--- src/pss_pkg.sv ---
package pss_pkg;

	// pin and mode carriers
	typedef enum logic [2:0]
	{
		PSS_OFF     = 3'b000,
		PSS_RESET   = 3'b001,
		PSS_DEFAULT = 3'b011,
		PSS_DOZE    = 3'b010,
		PSS_RX      = 3'b110,
		PSS_TX      = 3'b111
	} pss_state_type;

	typedef enum logic [1:0]
	{
		PSS_ACT_DOZE = 2'b00,
		PSS_ACT_RX   = 2'b01,
		PSS_ACT_TX   = 2'b10
	} pss_activity_type;

	localparam int PSS_PADS = 9;

	typedef struct packed
	{
		logic [PSS_PADS-1:0] out_en;
		logic [PSS_PADS-1:0] in_en;
		logic [PSS_PADS-1:0] pull_en;
	} pss_pad_ctl_type;

	localparam logic [PSS_PADS-1:0] PSS_ALL_OFF = '0;
	localparam logic [PSS_PADS-1:0] PSS_ALL_ON  = '1;

endpackage : pss_pkg

--- src/pss_sync.sv ---
`timescale 1ns/100ps
module pss_sync
#(
	parameter int WIDTH = 1
)
(
	input  wire logic             clk,
	input  wire logic             rst,
	input  wire logic [WIDTH-1:0] din,
	output logic      [WIDTH-1:0] dout
);
	logic [WIDTH-1:0] meta_r;

	// a zero-width bank has no flops to carry a level
	if (WIDTH < 1)
	begin : g_bad_width
		$error("pss_sync needs a width of at least one");
	end

	// meta_r feeds only dout
	always_ff @(posedge clk or posedge rst)
	begin
		if (rst)
		begin
			meta_r <= '0;
			dout   <= '0;
		end
		else
		begin
			meta_r <= din;
			dout   <= meta_r;
		end
	end
endmodule : pss_sync

--- src/pss_top.sv ---
`timescale 1ns/100ps
// How it works
// - core converter runs only while enable high
// - power-down: pads hi-z, inputs, pulls off
// - reset phase: hi-z, inputs off, pulls on
// - unconfigured: hi-z, inputs and pulls on
// - operating splits into transmit, receive, idle
module pss_top
(
	input  wire logic                          CORE_CLK,
	input  wire logic                          SYS_RST,
	input  wire logic                          CHIP_ENABLE,
	input  wire logic                          ACTIVE_LOW_RESET_PIN_N,
	input  wire logic                          IO_SUPPLY_GOOD,
	input  wire logic                          FW_CONFIGURED,
	input  wire logic [pss_pkg::PSS_PADS-1:0]  FW_OUT_EN,
	input  wire logic [pss_pkg::PSS_PADS-1:0]  FW_PULL_EN,
	input  wire pss_pkg::pss_activity_type     FW_ACTIVITY,
	output logic                               CORE_CONVERTER_ON,
	output pss_pkg::pss_pad_ctl_type           PAD_CTL,
	output pss_pkg::pss_state_type             POWER_STATE
);
	import pss_pkg::*;

	logic          en_s;
	logic          rstn_s;
	logic          io_s;
	pss_state_type state_r;
	pss_state_type state_nxt;
	pss_pad_ctl_type pad_nxt;
	logic                powered;
	logic                held;
	logic                released;
	pss_state_type       run_state;
	logic                pads_quiet;
	logic                pads_held;
	logic                pads_default;
	logic                pads_fw;
	logic [PSS_PADS-1:0] out_nxt;
	logic [PSS_PADS-1:0] in_nxt;
	logic [PSS_PADS-1:0] pull_nxt;

	// an empty pad bank would leave the enable vectors without a bit
	if (PSS_PADS < 1)
	begin : g_bad_pads
		$error("pss_top needs at least one pad");
	end

	// pin levels come from outside the core clock domain
	pss_sync #(.WIDTH(3)) u_sync
	(
		.clk  (CORE_CLK),
		.rst  (SYS_RST),
		.din  ({CHIP_ENABLE, ACTIVE_LOW_RESET_PIN_N, IO_SUPPLY_GOOD}),
		.dout ({en_s, rstn_s, io_s})
	);

	// pin levels reduced to the three questions the state decode asks
	assign powered  = io_s && en_s;
	assign held     = powered && !rstn_s;
	assign released = powered && rstn_s;

	// firmware activity picks the operating sub-state; the spare code idles
	always_comb
	begin
		run_state = PSS_DOZE;
		case (FW_ACTIVITY)
			PSS_ACT_TX:
			begin
				run_state = PSS_TX;
			end
			PSS_ACT_RX:
			begin
				run_state = PSS_RX;
			end
			PSS_ACT_DOZE:
			begin
				run_state = PSS_DOZE;
			end
			default:
			begin
				run_state = PSS_DOZE;
			end
		endcase
	end

	// supply, enable and reset levels, FW_CONFIGURED and FW_ACTIVITY pick the state; the host keeps the order
	always_comb
	begin
		state_nxt = PSS_OFF;
		if (held)
		begin
			state_nxt = PSS_RESET;
		end
		else if (released && !FW_CONFIGURED)
		begin
			state_nxt = PSS_DEFAULT;
		end
		else if (released)
		begin
			state_nxt = run_state;
		end
	end

	always_ff @(posedge CORE_CLK or posedge SYS_RST)
	begin
		if (SYS_RST)
			state_r <= PSS_OFF;
		else
			state_r <= state_nxt;
	end

	// converter follows the synchronised enable level
	always_ff @(posedge CORE_CLK or posedge SYS_RST)
	begin
		if (SYS_RST)
			CORE_CONVERTER_ON <= 1'b0;
		else
			CORE_CONVERTER_ON <= en_s;
	end

	// one flag per pad regime; decoded from the next state so the pads
	// change on the same edge as POWER_STATE
	always_comb
	begin
		pads_quiet   = 1'b0;
		pads_held    = 1'b0;
		pads_default = 1'b0;
		pads_fw      = 1'b0;
		case (state_nxt)
			PSS_OFF:
			begin
				pads_quiet = 1'b1;
			end
			PSS_RESET:
			begin
				pads_held = 1'b1;
			end
			PSS_DEFAULT:
			begin
				pads_default = 1'b1;
			end
			PSS_DOZE:
			begin
				pads_fw = 1'b1;
			end
			PSS_RX:
			begin
				pads_fw = 1'b1;
			end
			PSS_TX:
			begin
				pads_fw = 1'b1;
			end
			default:
			begin
				// an unused code falls back to the safest regime
				pads_quiet = 1'b1;
			end
		endcase
	end

	// the bank is uniform, so one loop body serves every pad
	for (genvar pad_i = 0; pad_i < PSS_PADS; pad_i++)
	begin : g_pad
		logic pad_drive;
		logic pad_listen;
		logic pad_pull;

		// power-down is checked first so no regime can light a pad
		always_comb
		begin
			pad_drive  = 1'b0;
			pad_listen = 1'b0;
			pad_pull   = 1'b0;
			if (pads_quiet)
			begin
				pad_pull = 1'b0;
			end
			else if (pads_held)
			begin
				pad_pull = 1'b1;
			end
			else if (pads_default)
			begin
				pad_listen = 1'b1;
				pad_pull   = 1'b1;
			end
			else if (pads_fw)
			begin
				pad_drive  = FW_OUT_EN[pad_i];
				pad_listen = !FW_OUT_EN[pad_i];
				pad_pull   = FW_PULL_EN[pad_i];
			end
		end

		assign out_nxt[pad_i]  = pad_drive;
		assign in_nxt[pad_i]   = pad_listen;
		assign pull_nxt[pad_i] = pad_pull;
	end

	assign pad_nxt = {out_nxt, in_nxt, pull_nxt};

	// registered so pads never glitch through a decode
	always_ff @(posedge CORE_CLK or posedge SYS_RST)
	begin
		if (SYS_RST)
			PAD_CTL <= '0;
		else
			PAD_CTL <= pad_nxt;
	end

	assign POWER_STATE = state_r;

endmodule : pss_top

--- config.mk ---
export PLATFORM = sky130hd
export DESIGN_NAME = pss_top
export DESIGN_NICKNAME = d
export VERILOG_FILES = /design/src/pss_pkg.sv /design/src/pss_sync.sv /design/src/pss_top.sv
export SDC_FILE = /design/constraint.sdc
export NUM_CORES = 1
export LEC_CHECK = 0
export BUFFER_PORTS_ARGS = -buffer_cell sky130_fd_sc_hd__buf_2
export CAP_MARGIN = 25
export CORE_MARGIN = 2
export CORE_UTILIZATION = 45
export DETAILED_ROUTE_END_ITERATION = 12
export HOLD_SLACK_MARGIN = 0.06
export PLACE_DENSITY = 0.76
export SLEW_MARGIN = 20
export SYNTH_ARGS = -nofsm -noshare
export SYNTH_HDL_FRONTEND = slang
export SYNTH_SLANG_ARGS = --single-unit
--- constraint.sdc ---
create_clock -name CORE_CLK -period 1.5 [get_ports CORE_CLK]
set_clock_uncertainty 0.05 [all_clocks]
set_input_delay 0.3 -clock CORE_CLK [delete_from_list [all_inputs] [get_ports CORE_CLK]]
set_output_delay 0.3 -clock CORE_CLK [all_outputs]
set_load 0.01 [all_outputs]
# Yosys cells after proc, flatten, opt, wreduce, memory -nomap -nowiden
# Index checks and enable logic that the tools add are counted.
totals:
  output_inout_bits: 31
  word_cells: 146
  reg_bits: 37
classes:
  n_eq_ne: 7
  muxes: 115
  reduce_logical: 17
op_table:
  columns: ["cell", "count"]
  rows:
  - ["$mux W1", 111]
  - ["$logic_not A1 Y1", 11]
  - ["$mux W3", 3]
  - ["$eq A3 B2 Y1 const B", 2]
  - ["$eq A3 B3 Y1 const B", 2]
  - ["$pmux W3 S2", 1]
  - ["$reduce_or A5 Y1", 1]
  - ["$logic_and A1 B1 Y1", 4]
  - ["$eq A3 B1 Y1 const B", 1]
  - ["$reduce_or A3 Y1", 1]
  - ["$eq A2 B1 Y1 const B", 1]
  - ["$eq A2 B2 Y1 const B", 1]

# Longest topological paths before layout
# Gate-level depths: netlist (run 1).
logic_depth:
  depth_word: 12
  mapped_depth: 5

# Hierarchy
# A second synthesis (run 1) with hierarchy kept.
hier_totals:
  hier_cells: 92
  hier_area_um2: 1307.5
modules_own_cells:
  columns: ["module", "instances", "area_each_um2", "cells_per_inst"]
  rows:
  - ["pss_top", 1, 1153.6, 85]
  - ["pss_sync", 1, 153.9, 7]

# Worst setup path after synthesis (run 1)
# OpenSTA, ideal clock, no wires.
synth_path:
  kind: "input-to-reg"
  from: "in FW_ACTIVITY[0]"
  to: "reg PAD_CTL[18] (netlist bit)"
  setup_ns: 0.096
  path_slack_ns: 0.175
  arrival_ns: 1.178
  stages: 5
  path_cell_list: "inv_1 ha_1 and2_1 buf_6 nor4b_2"
synth_between:
  elab_chain_len: 12
  elab_cells_between_ends: 20
  classes_between: "eq/ne: 7; mux: 11; reduce/logical: 2"
synth_rtl:
  columns: ["item", "line", "text"]
  rows:
  - ["start, declared", "pss_top.sv:18", "input wire pss_pkg::pss_activity_type FW_ACTIVITY,"]
  - ["$eq A2 B1 Y1 or $eq A2 B2 Y1 (tied branches)", "pss_top.sv:67", "case (FW_ACTIVITY)"]
  - ["$pmux W3 S2 *", "pss_top.sv:67", null]
  - ["$mux W3 *", "pss_top.sv:99", "else if (released)"]
  - ["$mux W3 *", "pss_top.sv:95", "else if (released && !FW_CONFIGURED)"]
  - ["$mux W3 *", "pss_top.sv:91", "if (held)"]
  - ["$eq A3 B3 Y1 or $eq A3 B2 Y1 (tied branches)", "pss_top.sv:130", "case (state_nxt)"]
  - ["$reduce_or A3 Y1 (no source line)", null, null]
  - ["$mux W1", "pss_top.sv:130", null]
  - ["$mux W1", "pss_top.sv:189", "else if (pads_fw)"]
  - ["$mux W1", "pss_top.sv:184", "else if (pads_default)"]
  - ["$mux W1", "pss_top.sv:180", "else if (pads_held)"]
  - ["$mux W1 *", "pss_top.sv:176", "if (pads_quiet)"]
  - ["named net g_pad[0].pad_drive", "pss_top.sv:166", "logic pad_drive;"]
  - ["end signal, assigned", "pss_top.sv:210", "PAD_CTL <= pad_nxt;"]
  - ["end, declared", "pss_top.sv:20", "output pss_pkg::pss_pad_ctl_type PAD_CTL,"]
# Mark *: on every way through the listed nets, which the timed path passes. The rest lies on a longest branch.

# Worst setup path after layout (run 1)
layout_path:
  from: "reg u_sync.dout[2]"
  to: "reg PAD_CTL[19] (netlist bit)"
layout_between:
  elab_chain_len: 12
  elab_cells_between_ends: 21
  classes_between: "eq/ne: 5; mux: 10; reduce/logical: 6"
layout_rtl:
  columns: ["item", "line", "text"]
  rows:
  - ["start, declared", "pss_sync.sv:10", "output logic [WIDTH-1:0] dout"]
  - ["start signal, assigned", "pss_sync.sv:31", "dout <= meta_r;"]
  - ["$logic_and A1 B1 Y1 *", "pss_top.sv:59", "assign powered = io_s && en_s;"]
  - ["$logic_and A1 B1 Y1", "pss_top.sv:61", "assign released = powered && rstn_s;"]
  - ["$mux W3 or $logic_and A1 B1 Y1 (tied branches)", "pss_top.sv:99, pss_top.sv:95", null]
  - ["$mux W3", "pss_top.sv:95", null]
  - ["$mux W3 *", "pss_top.sv:91", null]
  - ["$eq A3 B3 Y1 or $eq A3 B2 Y1 (tied branches)", "pss_top.sv:130", null]
  - ["$reduce_or A3 Y1 (no source line)", null, null]
  - ["$mux W1", "pss_top.sv:130", null]
  - ["$mux W1", "pss_top.sv:189", null]
  - ["$mux W1", "pss_top.sv:184", null]
  - ["$mux W1", "pss_top.sv:180", null]
  - ["$mux W1 *", "pss_top.sv:176", null]
  - ["named net g_pad[1].pad_drive", "pss_top.sv:166", null]
# Marks and branches as above.

==> results.py, run 1 <==
metrics = {
    "status": {
        "outcome": "completed",
    },
    "routing": {
        "drt_wl_total_mm": 2.618,
        "vias": 914,
        "first_iter_violations": 4,
        "via_per_inst": 4.836,
        "ant_nets": 0,
        "firstDrtPassIters": 4,
        "wire_per_inst_um": 13.85,
        "post-route-drc-count": 0,
    },
    "clock_network": {
        "insertion_delay_ps": 330,
        "post_cts_buffers": 0,
        "clk_pin_slew_ps": 110,
        "cts_tree": "done",
        "cts_buffers": 5,
        "numClockSinks": 37,
        "cts_root_buf": "clkbuf_4",
        "cts_repair_resize_count": 0,
        "htreeDepth": 2,
        "cts_buffer_depth": 2,
        "cts_hold_buf": 4,
    },
    "sta": {
        "slew_headroom_pct": 66.29,
        "period_minus_slack_ps": 1208,
        "hold_slack_ps": 86.77,
        "finalHoldViolations": 0,
        "slew_violations": 0,
        "setup_tns_ps": 0,
        "fmax_mhz": 828.1,
        "tightest_slew_ps": 505.7,
        "rsz0062_at_grt": "no",
        "fin_crit_sh_pct": 80.50,
        "setup_ws_ps": 292.5,
        "setup_viol": 0,
    },
    "floorplanning": {
        "start_util_pct": 47.28,
        "die_area_um2": 3344,
        "rows": 19,
        "die_h_um": 57.83,
        "io_pins": 57,
        "core-area_um2": 2758,
        "die_width_um": 57.83,
    },
    "logic_synthesis": {
        "avgSynthCellArea_um2": 14.33,
        "synth_compound_area_share_pct": 9.021,
        "synthCells": 91,
        "seq_area_frac_synth_pct": 71.02,
        "yosysWarnings": 0,
        "synth.ff_latch_count": 37,
        "synth_xor_xnor_area_share_pct": 0,
        "synthAdderAreaFrac_pct": 0.9597,
        "yosysUniqueCellTypes": 16,
        "synth_simple_gate_area_share_pct": 13.34,
        "syn_area_um2": 1304,
        "synth_top_family_by_area": "simple AND/OR/NAND/NOR gates",
        "muxShareOfSynthArea_pct": 0,
        "syn-num-nets": 118,
    },
    "global_routing": {
        "antenna_found_initial": 0,
        "grt_first_pass_wirelength_mm": 4.112,
        "grt_usage_pct": 16.91,
        "grt_overflow_total": 0,
        "grt_pass1_vias": 896,
        "grt_max_degree": 38,
    },
    "finish": {
        "fin_util_pct": 62.75,
        "n_antenna_cell": 0,
        "num-nets-final": 184,
        "design_area_um2": 1730,
        "drive_gt1_share_pct": 49.37,
        "layout.cells.non_filler": 189,
        "syn_to_final_growth_pct": 32.73,
    },
    "power": {
        "power_switching_mw": 0.4380,
        "power_leakage_nw": 0.9687,
        "power_density_nw_per_um2": 1056,
        "p_sw_share_pct": 23.98,
        "pwr-share-comb_pct": 10.7,
        "ir_drop_mv": 0.7996,
        "internal_power_mw": 1.389,
        "p_clk_share_pct": 32.0,
        "seq_power_share_pct": 57.3,
        "fin_total_pwr_mw": 1.827,
    },
    "placement": {
        "gp_congestion": 0.7070,
        "pre_cts_ws_ps": -8.170,
        "numPortBuffers": 56,
        "dp_hpwl_mm": 1.814,
        "place_area_um2": 1620,
        "placed_cells": 177,
    },
    "setup_path": {
        "r2r-end": "PAD_CTL[19]",
        "rrSetupSlack_ps": 290,
        "rr_worst_depth": 2,
        "crit_fanout": 19,
        "crit_type": "flip-flop to flip-flop",
        "startpoint_type": "flip-flop",
        "arrival_ps": 1390,
        "crit_start": "u_sync.dout[2]",
        "end_kind": "flip-flop",
        "cp-endpoint": "PAD_CTL[19]",
        "r2r_start": "u_sync.dout[2]",
        "required_ps": 1690,
    },
    "job": {
        "cap_violations": 0,
    },
    "min_path": {
        "min_path_type": "input pin to flip-flop",
    },
}
-- critical path: stages, from the launching register on --
cell and delay, ps:
dfrtp_1 400, nand2_2 280, nor4b_2 380
-- final cells by class --
| class | instances | area (µm²) |
|---|---|---|
| fillers | 228 | 1027 |
| flip-flops and latches | 37 | 925.9 |
| repair buffers | 63 | 342.8 |
| multi-input cells | 37 | 304.0 |
| clock buffers | 7 | 65.06 |
| inverters | 13 | 48.80 |
| well taps | 31 | 38.79 |
| clock inverters | 1 | 5.005 |
-- state kept, by name, summed over array words and instances, names as in the netlist --
register / flops
CORE_CONVERTER_ON: 1
u_sync.dout: 3
u_sync.meta_r: 3
PAD_CTL: 27
POWER_STATE: 3
-- cell families (layout without fill, tap and decap cells) --
| logic type | Yosys count | after routing |
|---|---|---|
| and+or+nand+nor | 16 | 16 |
| adders and majority gates | 1 | 1 |
| DFF | 37 | 37 |
| buffers and inverters | 17 | 84 |
| AOI/OAI and AO/OA | 20 | 20 |
-- power groups by stage --
stage                     logic, mW  registers [mW]  clock network [mW]
after global placement        0.184            1.06                   0
after detailed placement      0.189            1.07                   0
after global routing          0.216            1.05               0.643
after floorplan              0.0844            1.08                   0
final                         0.196            1.05               0.585
after CTS                     0.198            1.05               0.597
-- worst min-delay path by stage --
stage	startpoint	end	slack, ps	cells past startpoint
after global routing	FW_OUT_EN[7]	PAD_CTL[16]	60	2
after floorplan	u_sync.meta_r[0]	u_sync.dout[0]	280	0
final	FW_OUT_EN[1]	PAD_CTL[10]	90	2
after global placement	u_sync.meta_r[1]	u_sync.dout[1]	280	0
after detailed placement	u_sync.meta_r[2]	u_sync.dout[2]	290	0
after CTS	FW_OUT_EN[1]	PAD_CTL[10]	70	2
-- metal layers --
metal | GRT usage (%) | share of wire (%)
met1 | 22.17 | 41
met2 | 26.79 | 53
met3 | 4.688 | 4.8
met4 | 6.977 | 0.73
met5 | 0 | 0
-- cell usage in the layout (no fill, tap or decap) --
master	n
a21boi_2	1
a21oi_1	10
a31oi_1	9
and2_1	2
buf_2	56
buf_4	3
clkbuf_4	5
clkbuf_8	2
clkinv_2	1
dfrtp_1	37
dlygate4sd3_1	4
ha_1	1
inv_1	13
nand2_1	2
nand2_2	1
nand3_1	1
nor3b_1	1
nor4b_2	9
-- cells in the mapped netlist --
cell / instances / area, µm²
inv_1: 13 / 48.80
dfrtp_1: 37 / 925.9
nand2_1: 2 / 7.510
a31oi_1: 9 / 56.30
buf_2: 1 / 5.000
nand2_2: 1 / 6.260
buf_6: 1 / 11.26
ha_1: 1 / 12.51
a21boi_2: 1 / 11.26
clkbuf_2: 1 / 5.000
clkbuf_1: 1 / 3.750
a21oi_1: 10 / 50.05
nand3_1: 1 / 5.000
nor4b_2: 9 / 135.1
nor3b_1: 1 / 7.510
and2_1: 2 / 12.51
Note: power is estimated with default switching activity, not from simulation.
==> run 2, diff against run 1 <==
--- a/config.mk
+++ b/config.mk
@@ -5,13 +5,14 @@
 export SDC_FILE = /design/constraint.sdc
 export NUM_CORES = 1
 export LEC_CHECK = 0
+export ABC_AREA = 1
 export BUFFER_PORTS_ARGS = -buffer_cell sky130_fd_sc_hd__buf_2
 export CAP_MARGIN = 25
 export CORE_MARGIN = 2
-export CORE_UTILIZATION = 45
+export CORE_UTILIZATION = 41
 export DETAILED_ROUTE_END_ITERATION = 12
 export HOLD_SLACK_MARGIN = 0.06
-export PLACE_DENSITY = 0.76
+export PLACE_DENSITY = 0.73
 export SLEW_MARGIN = 20
 export SYNTH_ARGS = -nofsm -noshare
 export SYNTH_HDL_FRONTEND = slang
==> constraint.sdc (replaced) <==
create_clock -name CORE_CLK -period 1 [get_ports CORE_CLK]
set_clock_uncertainty 0.05 [all_clocks]
set_input_delay 0.2 -clock CORE_CLK [delete_from_list [all_inputs] [get_ports CORE_CLK]]
set_output_delay 0.2 -clock CORE_CLK [all_outputs]
set_load 0.01 [all_outputs]
==> run 2 against run 1 <==
Against the previous run: area after synthesis is 0.67% higher; first-iteration DRC count grew to 3.5 times the previous value; worst hold slack improved by 96 ps; final cell count up 28%; the flow now finishes with violations (negative setup slack); setup slack lost 420 ps; combinational power rose to 2.8 times the previous value; synthesized cell count is 12% higher; global-route usage rose by 0.27 points; die area increased by 9.8%.
==> results.py, run 2 <==
metrics = {
    "status": {
        "outcome": "finished with violations",
        "violations": "negative setup slack",
    },
    "sta": {
        "fmax_mhz": 886.6,
        "period_minus_slack_ps": 1128,
        "slew_violations": 0,
        "hold_slack_ps": 182.7,
        "tightest_slew_ps": 330.1,
        "setup_ws_ps": -127.9,
        "rsz0062_at_grt": "yes",
        "slew_headroom_pct": 77.97,
        "setup_tns_ps": -5444,
        "setup_viol": 61,
        "finalHoldViolations": 0,
        "fin_crit_sh_pct": 112.8,
    },
    "setup_path": {
        "required_ps": 750,
        "arrival_ps": 880,
        "rr_worst_depth": 6,
        "max_stage_delay_ps": 400,
        "crit_family": "flip-flops",
        "crit_fanout": 1,
        "path_depth": 1,
        "end_kind": "primary output",
        "startpoint_type": "flip-flop",
        "crit_type": "flip-flop to primary output",
        "crit_buf_inv": 1,
        "cpMaxStageDelayCell": "dfrtp_1",
        "path_cells": "buf_2",
    },
    "routing": {
        "via_per_inst": 4.344,
        "post-route-drc-count": 0,
        "vias": 1047,
        "first_iter_violations": 14,
        "drt_wl_total_mm": 3.106,
        "ant_nets": 0,
        "wire_per_inst_um": 12.89,
        "firstDrtPassIters": 2,
    },
    "logic_synthesis": {
        "synthTopCellsByCount": "37 x dfrtp_1, 18 x nand2_1, 9 x a21oi_2, 9 x o21ai_0, 8 x nor2_1",
        "synthArstFlopShare_pct": 100.0,
        "synth.area.top_cells": "dfrtp_1 71%, a21oi_2 6.0%, nand2_1 5.1%, o21ai_0 3.4%, buf_6 2.6%",
        "synth_top_area_cell": "dfrtp_1",
        "synthCells": 102,
        "syn_area_um2": 1313,
        "synth_ff_type": "dfrtp_1",
        "yosysWarnings": 0,
        "avgSynthCellArea_um2": 12.87,
        "syn-num-nets": 129,
        "seq_area_frac_synth_pct": 70.54,
        "yosysUniqueCellTypes": 16,
        "synth-edff-count": 0,
        "synth_top_area_share_pct": 70.54,
        "synth.ff_latch_count": 37,
        "post-synth-top-count-cell": "dfrtp_1",
    },
    "finish": {
        "top_register": "PAD_CTL",
        "num-nets-final": 223,
        "drive_gt1_share_pct": 63.96,
        "layout_commonest_cell": "buf_2",
        "final_cell_mix": "52 x buf_2, 37 x dfrtp_1, 23 x dlygate4sd3_1",
        "layout.cells.non_filler": 241,
        "largest_reg_flops": 27,
        "n_antenna_cell": 0,
        "design_area_um2": 2282,
        "fin_util_pct": 74.75,
        "syn_to_final_growth_pct": 73.88,
    },
    "floorplanning": {
        "rows": 20,
        "start_util_pct": 42.99,
        "die_h_um": 60.58,
        "io_pins": 57,
        "core-area_um2": 3053,
        "die_width_um": 60.58,
        "die_area_um2": 3670,
    },
    "power": {
        "power_density_nw_per_um2": 1487,
        "p_clk_share_pct": 37.1,
        "power_leakage_nw": 1.174,
        "fin_total_pwr_mw": 3.393,
        "p_sw_share_pct": 22.91,
        "internal_power_mw": 2.616,
        "seq_power_share_pct": 46.8,
        "power_switching_mw": 0.7773,
        "pwr-share-comb_pct": 16.1,
        "ir_drop_mv": 0.8741,
    },
    "global_routing": {
        "grt_first_pass_wirelength_mm": 4.416,
        "grt_usage_pct": 17.17,
        "grt_overflow_total": 0,
        "grt_max_degree": 38,
        "antenna_found_initial": 0,
        "grt_pass1_vias": 1012,
    },
    "placement": {
        "gp_congestion": 0.6533,
        "dp_hpwl_mm": 1.692,
        "pre_cts_ws_ps": -275.5,
        "numPortBuffers": 56,
        "place_area_um2": 1718,
        "placed_cells": 204,
    },
    "clock_network": {
        "htreeDepth": 2,
        "numClockSinks": 37,
        "clk_pin_slew_ps": 120,
        "cts_root_buf": "clkbuf_4",
        "cts_buffer_depth": 2,
        "cts_buffers": 5,
        "cts_tree": "done",
        "insertion_delay_ps": 330,
    },
    "min_path": {
        "min_path_type": "input pin to flip-flop",
        "hold_depth": 4,
    },
    "job": {
        "cap_violations": 0,
    },
}
[run 2: final timing paths]
check | from | endpoint | slack (ps)
worst max register to register | u_sync.dout[2] | PAD_CTL[21] | -110
max in group asynchronous | SYS_RST | PAD_CTL[7] | 330
worst min-delay path | FW_CONFIGURED | POWER_STATE[2] | 180
min in group asynchronous | SYS_RST | POWER_STATE[2] | 380
worst min register to register | u_sync.meta_r[2] | u_sync.dout[2] | 310
worst max-delay path | PAD_CTL[19] | PAD_CTL[19] | -130
[run 2: layer usage]
metal	track usage [%]	wire (µm)	share of wire [%]
met3	7.463	202	6.5
met1	18.23	1144	37
met5	0	0	0
met4	6.522	56	1.8
met2	30.11	1702	55
[run 2: cells by family after synthesis]
kind of cell,share of synthesized area [%]
adders and majority gates,0.9531
AOI/OAI and AO/OA,9.915
and+or+nand+nor,11.92
DFF,70.54
buffers and inverters,6.673
[run 2: timing repair]
action | CTS | global route
gates resized for setup | 25 | 28
endpoints found under the setup margin | 60 | 61
hold endpoints to repair | 67 | 1
hold buffers | 22 | 1
gates cloned | 2 | 1
setup buffers | 4 | 0
pin swaps | 3 | 2
[run 2: final cells by class]
| type | count | area [µm²] |
|---|---|---|
| Timing Repair Buffer | 91 | 708.2 |
| Inverter | 7 | 43.79 |
| Tap cell | 44 | 55.05 |
| Clock inverter | 3 | 65.06 |
| Timing Repair inverter | 1 | 7.507 |
| Fill cell | 210 | 770.7 |
| Multi-Input combinational cell | 53 | 439.2 |
| Sequential cell | 37 | 925.9 |
| Clock buffer | 5 | 37.54 |
[run 2: power by group through the flow]
| stage | Sequential (mW) | Clock (mW) | Combinational, mW |
|---|---|---|---|
| after CTS | 1.58 | 1.29 | 0.493 |
| after floorplan | 1.65 | 0 | 0.155 |
| final | 1.59 | 1.26 | 0.545 |
| after global routing | 1.60 | 1.37 | 0.591 |
| after detailed placement | 1.61 | 0 | 0.361 |
| after global placement | 1.61 | 0 | 0.351 |
==> run 3, diff against run 2 <==
--- a/config.mk
+++ b/config.mk
@@ -8,11 +8,13 @@
 export ABC_AREA = 1
 export BUFFER_PORTS_ARGS = -buffer_cell sky130_fd_sc_hd__buf_2
 export CAP_MARGIN = 25
-export CORE_MARGIN = 2
+export CORE_MARGIN = 5
 export CORE_UTILIZATION = 41
 export DETAILED_ROUTE_END_ITERATION = 12
+export GPL_ROUTABILITY_DRIVEN = 0
 export HOLD_SLACK_MARGIN = 0.06
 export PLACE_DENSITY = 0.73
+export REMOVE_ABC_BUFFERS = 1
 export SLEW_MARGIN = 20
 export SYNTH_ARGS = -nofsm -noshare
 export SYNTH_HDL_FRONTEND = slang
==> run 3 against run 2 <==
Against the previous run: the flow still finishes with violations (negative setup slack); setup slack got worse by 41 ps; first-iteration DRC count grew 71%; via count increased by 0.57%.
==> results.py, run 3 (same netlist as run 2, synthesis figures left out) <==
metrics = {
    "sta": {
        "fmax_mhz": 855.4,
        "slew_headroom_pct": 87.31,
        "slew_violations": 0,
        "setup_viol": 60,
        "rsz0062_at_grt": "yes",
        "finalHoldViolations": 0,
        "setup_ws_ps": -169.0,
        "tightest_slew_ps": 190.4,
        "period_minus_slack_ps": 1169,
        "fin_crit_sh_pct": 116.9,
    },
    "clock_network": {
        "cts_tree": "done",
        "insertion_delay_ps": 330,
        "clk_pin_slew_ps": 110,
        "cts_buffer_depth": 2,
        "numClockSinks": 37,
        "cts_root_buf": "clkbuf_4",
        "cts_buffers": 5,
        "htreeDepth": 2,
    },
    "status": {
        "outcome": "finished with violations",
        "violations": "negative setup slack",
    },
    "routing": {
        "firstDrtPassIters": 3,
        "post-route-drc-count": 0,
        "drt_wl_total_mm": 3.459,
        "via_per_inst": 4.369,
        "wire_per_inst_um": 14.35,
        "vias": 1053,
        "ant_nets": 0,
        "first_iter_violations": 24,
    },
    "global_routing": {
        "grt_max_degree": 38,
        "antenna_found_initial": 0,
        "grt_overflow_total": 0,
        "grt_first_pass_wirelength_mm": 4.678,
        "grt_pass1_vias": 1033,
        "grt_usage_pct": 14.64,
    },
    "finish": {
        "largest_reg_flops": 27,
        "drive_gt1_share_pct": 62.44,
        "final_cell_mix": "52 x buf_2, 37 x dfrtp_1, 23 x dlygate4sd3_1",
        "layout_commonest_cell": "buf_2",
        "n_antenna_cell": 0,
        "multi_input_area_um2": 424.2,
        "num-nets-final": 223,
        "top_register": "PAD_CTL",
        "fin_util_pct": 74.88,
        "syn_to_final_growth_pct": 74.17,
        "fillers": 189,
        "seqCellArea_um2": 925.9,
        "design_area_um2": 2286,
    },
    "floorplanning": {
        "start_util_pct": 42.99,
        "core-area_um2": 3053,
        "die_width_um": 66.58,
        "io_pins": 57,
        "rows": 20,
        "die_h_um": 66.58,
        "die_area_um2": 4433,
    },
    "power": {
        "fin_total_pwr_mw": 3.384,
        "power_switching_mw": 0.7700,
        "ir_drop_mv": 0.7484,
        "power_leakage_nw": 1.191,
        "p_sw_share_pct": 22.75,
        "power_density_nw_per_um2": 1480,
        "seq_power_share_pct": 46.9,
        "internal_power_mw": 2.614,
        "pwr-share-comb_pct": 16.1,
        "p_clk_share_pct": 37.0,
    },
    "setup_path": {
        "r2r_start": "u_sync.dout[1]",
        "startpoint_type": "flip-flop",
        "r2r-end": "PAD_CTL[15]",
        "required_ps": 1220,
        "crit_fanout": 6,
        "rr_worst_depth": 4,
        "end_kind": "flip-flop",
        "crit_type": "flip-flop to flip-flop",
        "rrSetupSlack_ps": -170,
        "arrival_ps": 1390,
    },
    "placement": {
        "place_area_um2": 1689,
        "dp_hpwl_mm": 1.830,
        "numPortBuffers": 56,
    },
    "job": {
        "cap_violations": 0,
    },
    "min_path": {
        "worstHoldStart": "FW_ACTIVITY[1]",
        "hold_depth": 4,
        "min_path_type": "input pin to flip-flop",
        "hold_end": "POWER_STATE[0]",
    },
}
run 3: cell count changes in the layout (fill, tap and decap cells not counted), sizes merged:
cell,before,now
clkinvlp,3,2
buf,67,66
inv,5,6
clkbuf,6,7
run 3: worst max path at each step:
| stage | startpoint | endpoint |
|---|---|---|
| 2_1_floorplan | FW_ACTIVITY[0] | PAD_CTL[18] |
| 3_3_place_gp | FW_ACTIVITY[0] | PAD_CTL[26] |
| 3_5_place_dp | FW_ACTIVITY[0] | PAD_CTL[26] |
| 4_1_cts | PAD_CTL[16] | PAD_CTL[16] |
| 5_1_grt | u_sync.dout[2] | PAD_CTL[9] |
| 6_report | u_sync.dout[1] | PAD_CTL[15] |
run 3: cell type report:
type / instances / share of cell area [%]
Tap cell: 44 / 2.408
Timing Repair inverter: 1 / 0.3284
Clock buffer: 5 / 1.642
Sequential cell: 37 / 40.50
Timing Repair Buffer: 91 / 32.29
Clock inverter: 3 / 2.846
Inverter: 7 / 1.423
Multi-Input combinational cell: 53 / 18.56
run 3: power by group through the flow:
stage	combinational, mW	clock [mW]	sequential, mW
global placement	0.338	0	1.61
CTS	0.441	1.27	1.58
floorplan	0.117	0	1.65
finish	0.544	1.25	1.59
detailed placement	0.343	0	1.61
global route	0.588	1.35	1.60
run 3: what timing repair did:
| action | 4_1_cts | 5_1_grt |
|---|---|---|
| gates cloned | 1 | 4 |
| hold buffers | 22 | 1 |
| setup endpoints to repair | 60 | 60 |
| setup buffers | 1 | 0 |
| pin swaps | 0 | 4 |
| resized for setup | 13 | 41 |
| hold endpoints to repair | 67 | 1 |
run 3: per-layer routing:
metal	part of all wire, %	GRT usage, %	vias up	wire [µm]
li1	-	-	509	-
met1	38	15.66	498	1305
met2	54	26.11	40	1851
met3	7.0	4.384	6	243
met4	1.7	6.853	0	58
met5	0	0	-	0
run 3: critical path, cell delays in order, from the launching register on:
cell and delay [ps]:
dfrtp_1 430, nand3_2 100, nand3_4 160, clkbuf_16 210, a21oi_2 150
run 3: metrics by stage:
step                      hold slack (ps)  setup slack (ps)  cells  TNS (ps)
after floorplan                     181.4            -212.2     97     -7817
after global placement              203.5            -242.4    204     -5863
after detailed placement            208.9            -253.8    204     -6292
after CTS                           60.52            -127.5    236     -5092
after global routing                238.3            -208.6    241     -8663
final                               218.2            -169.0    241     -5852
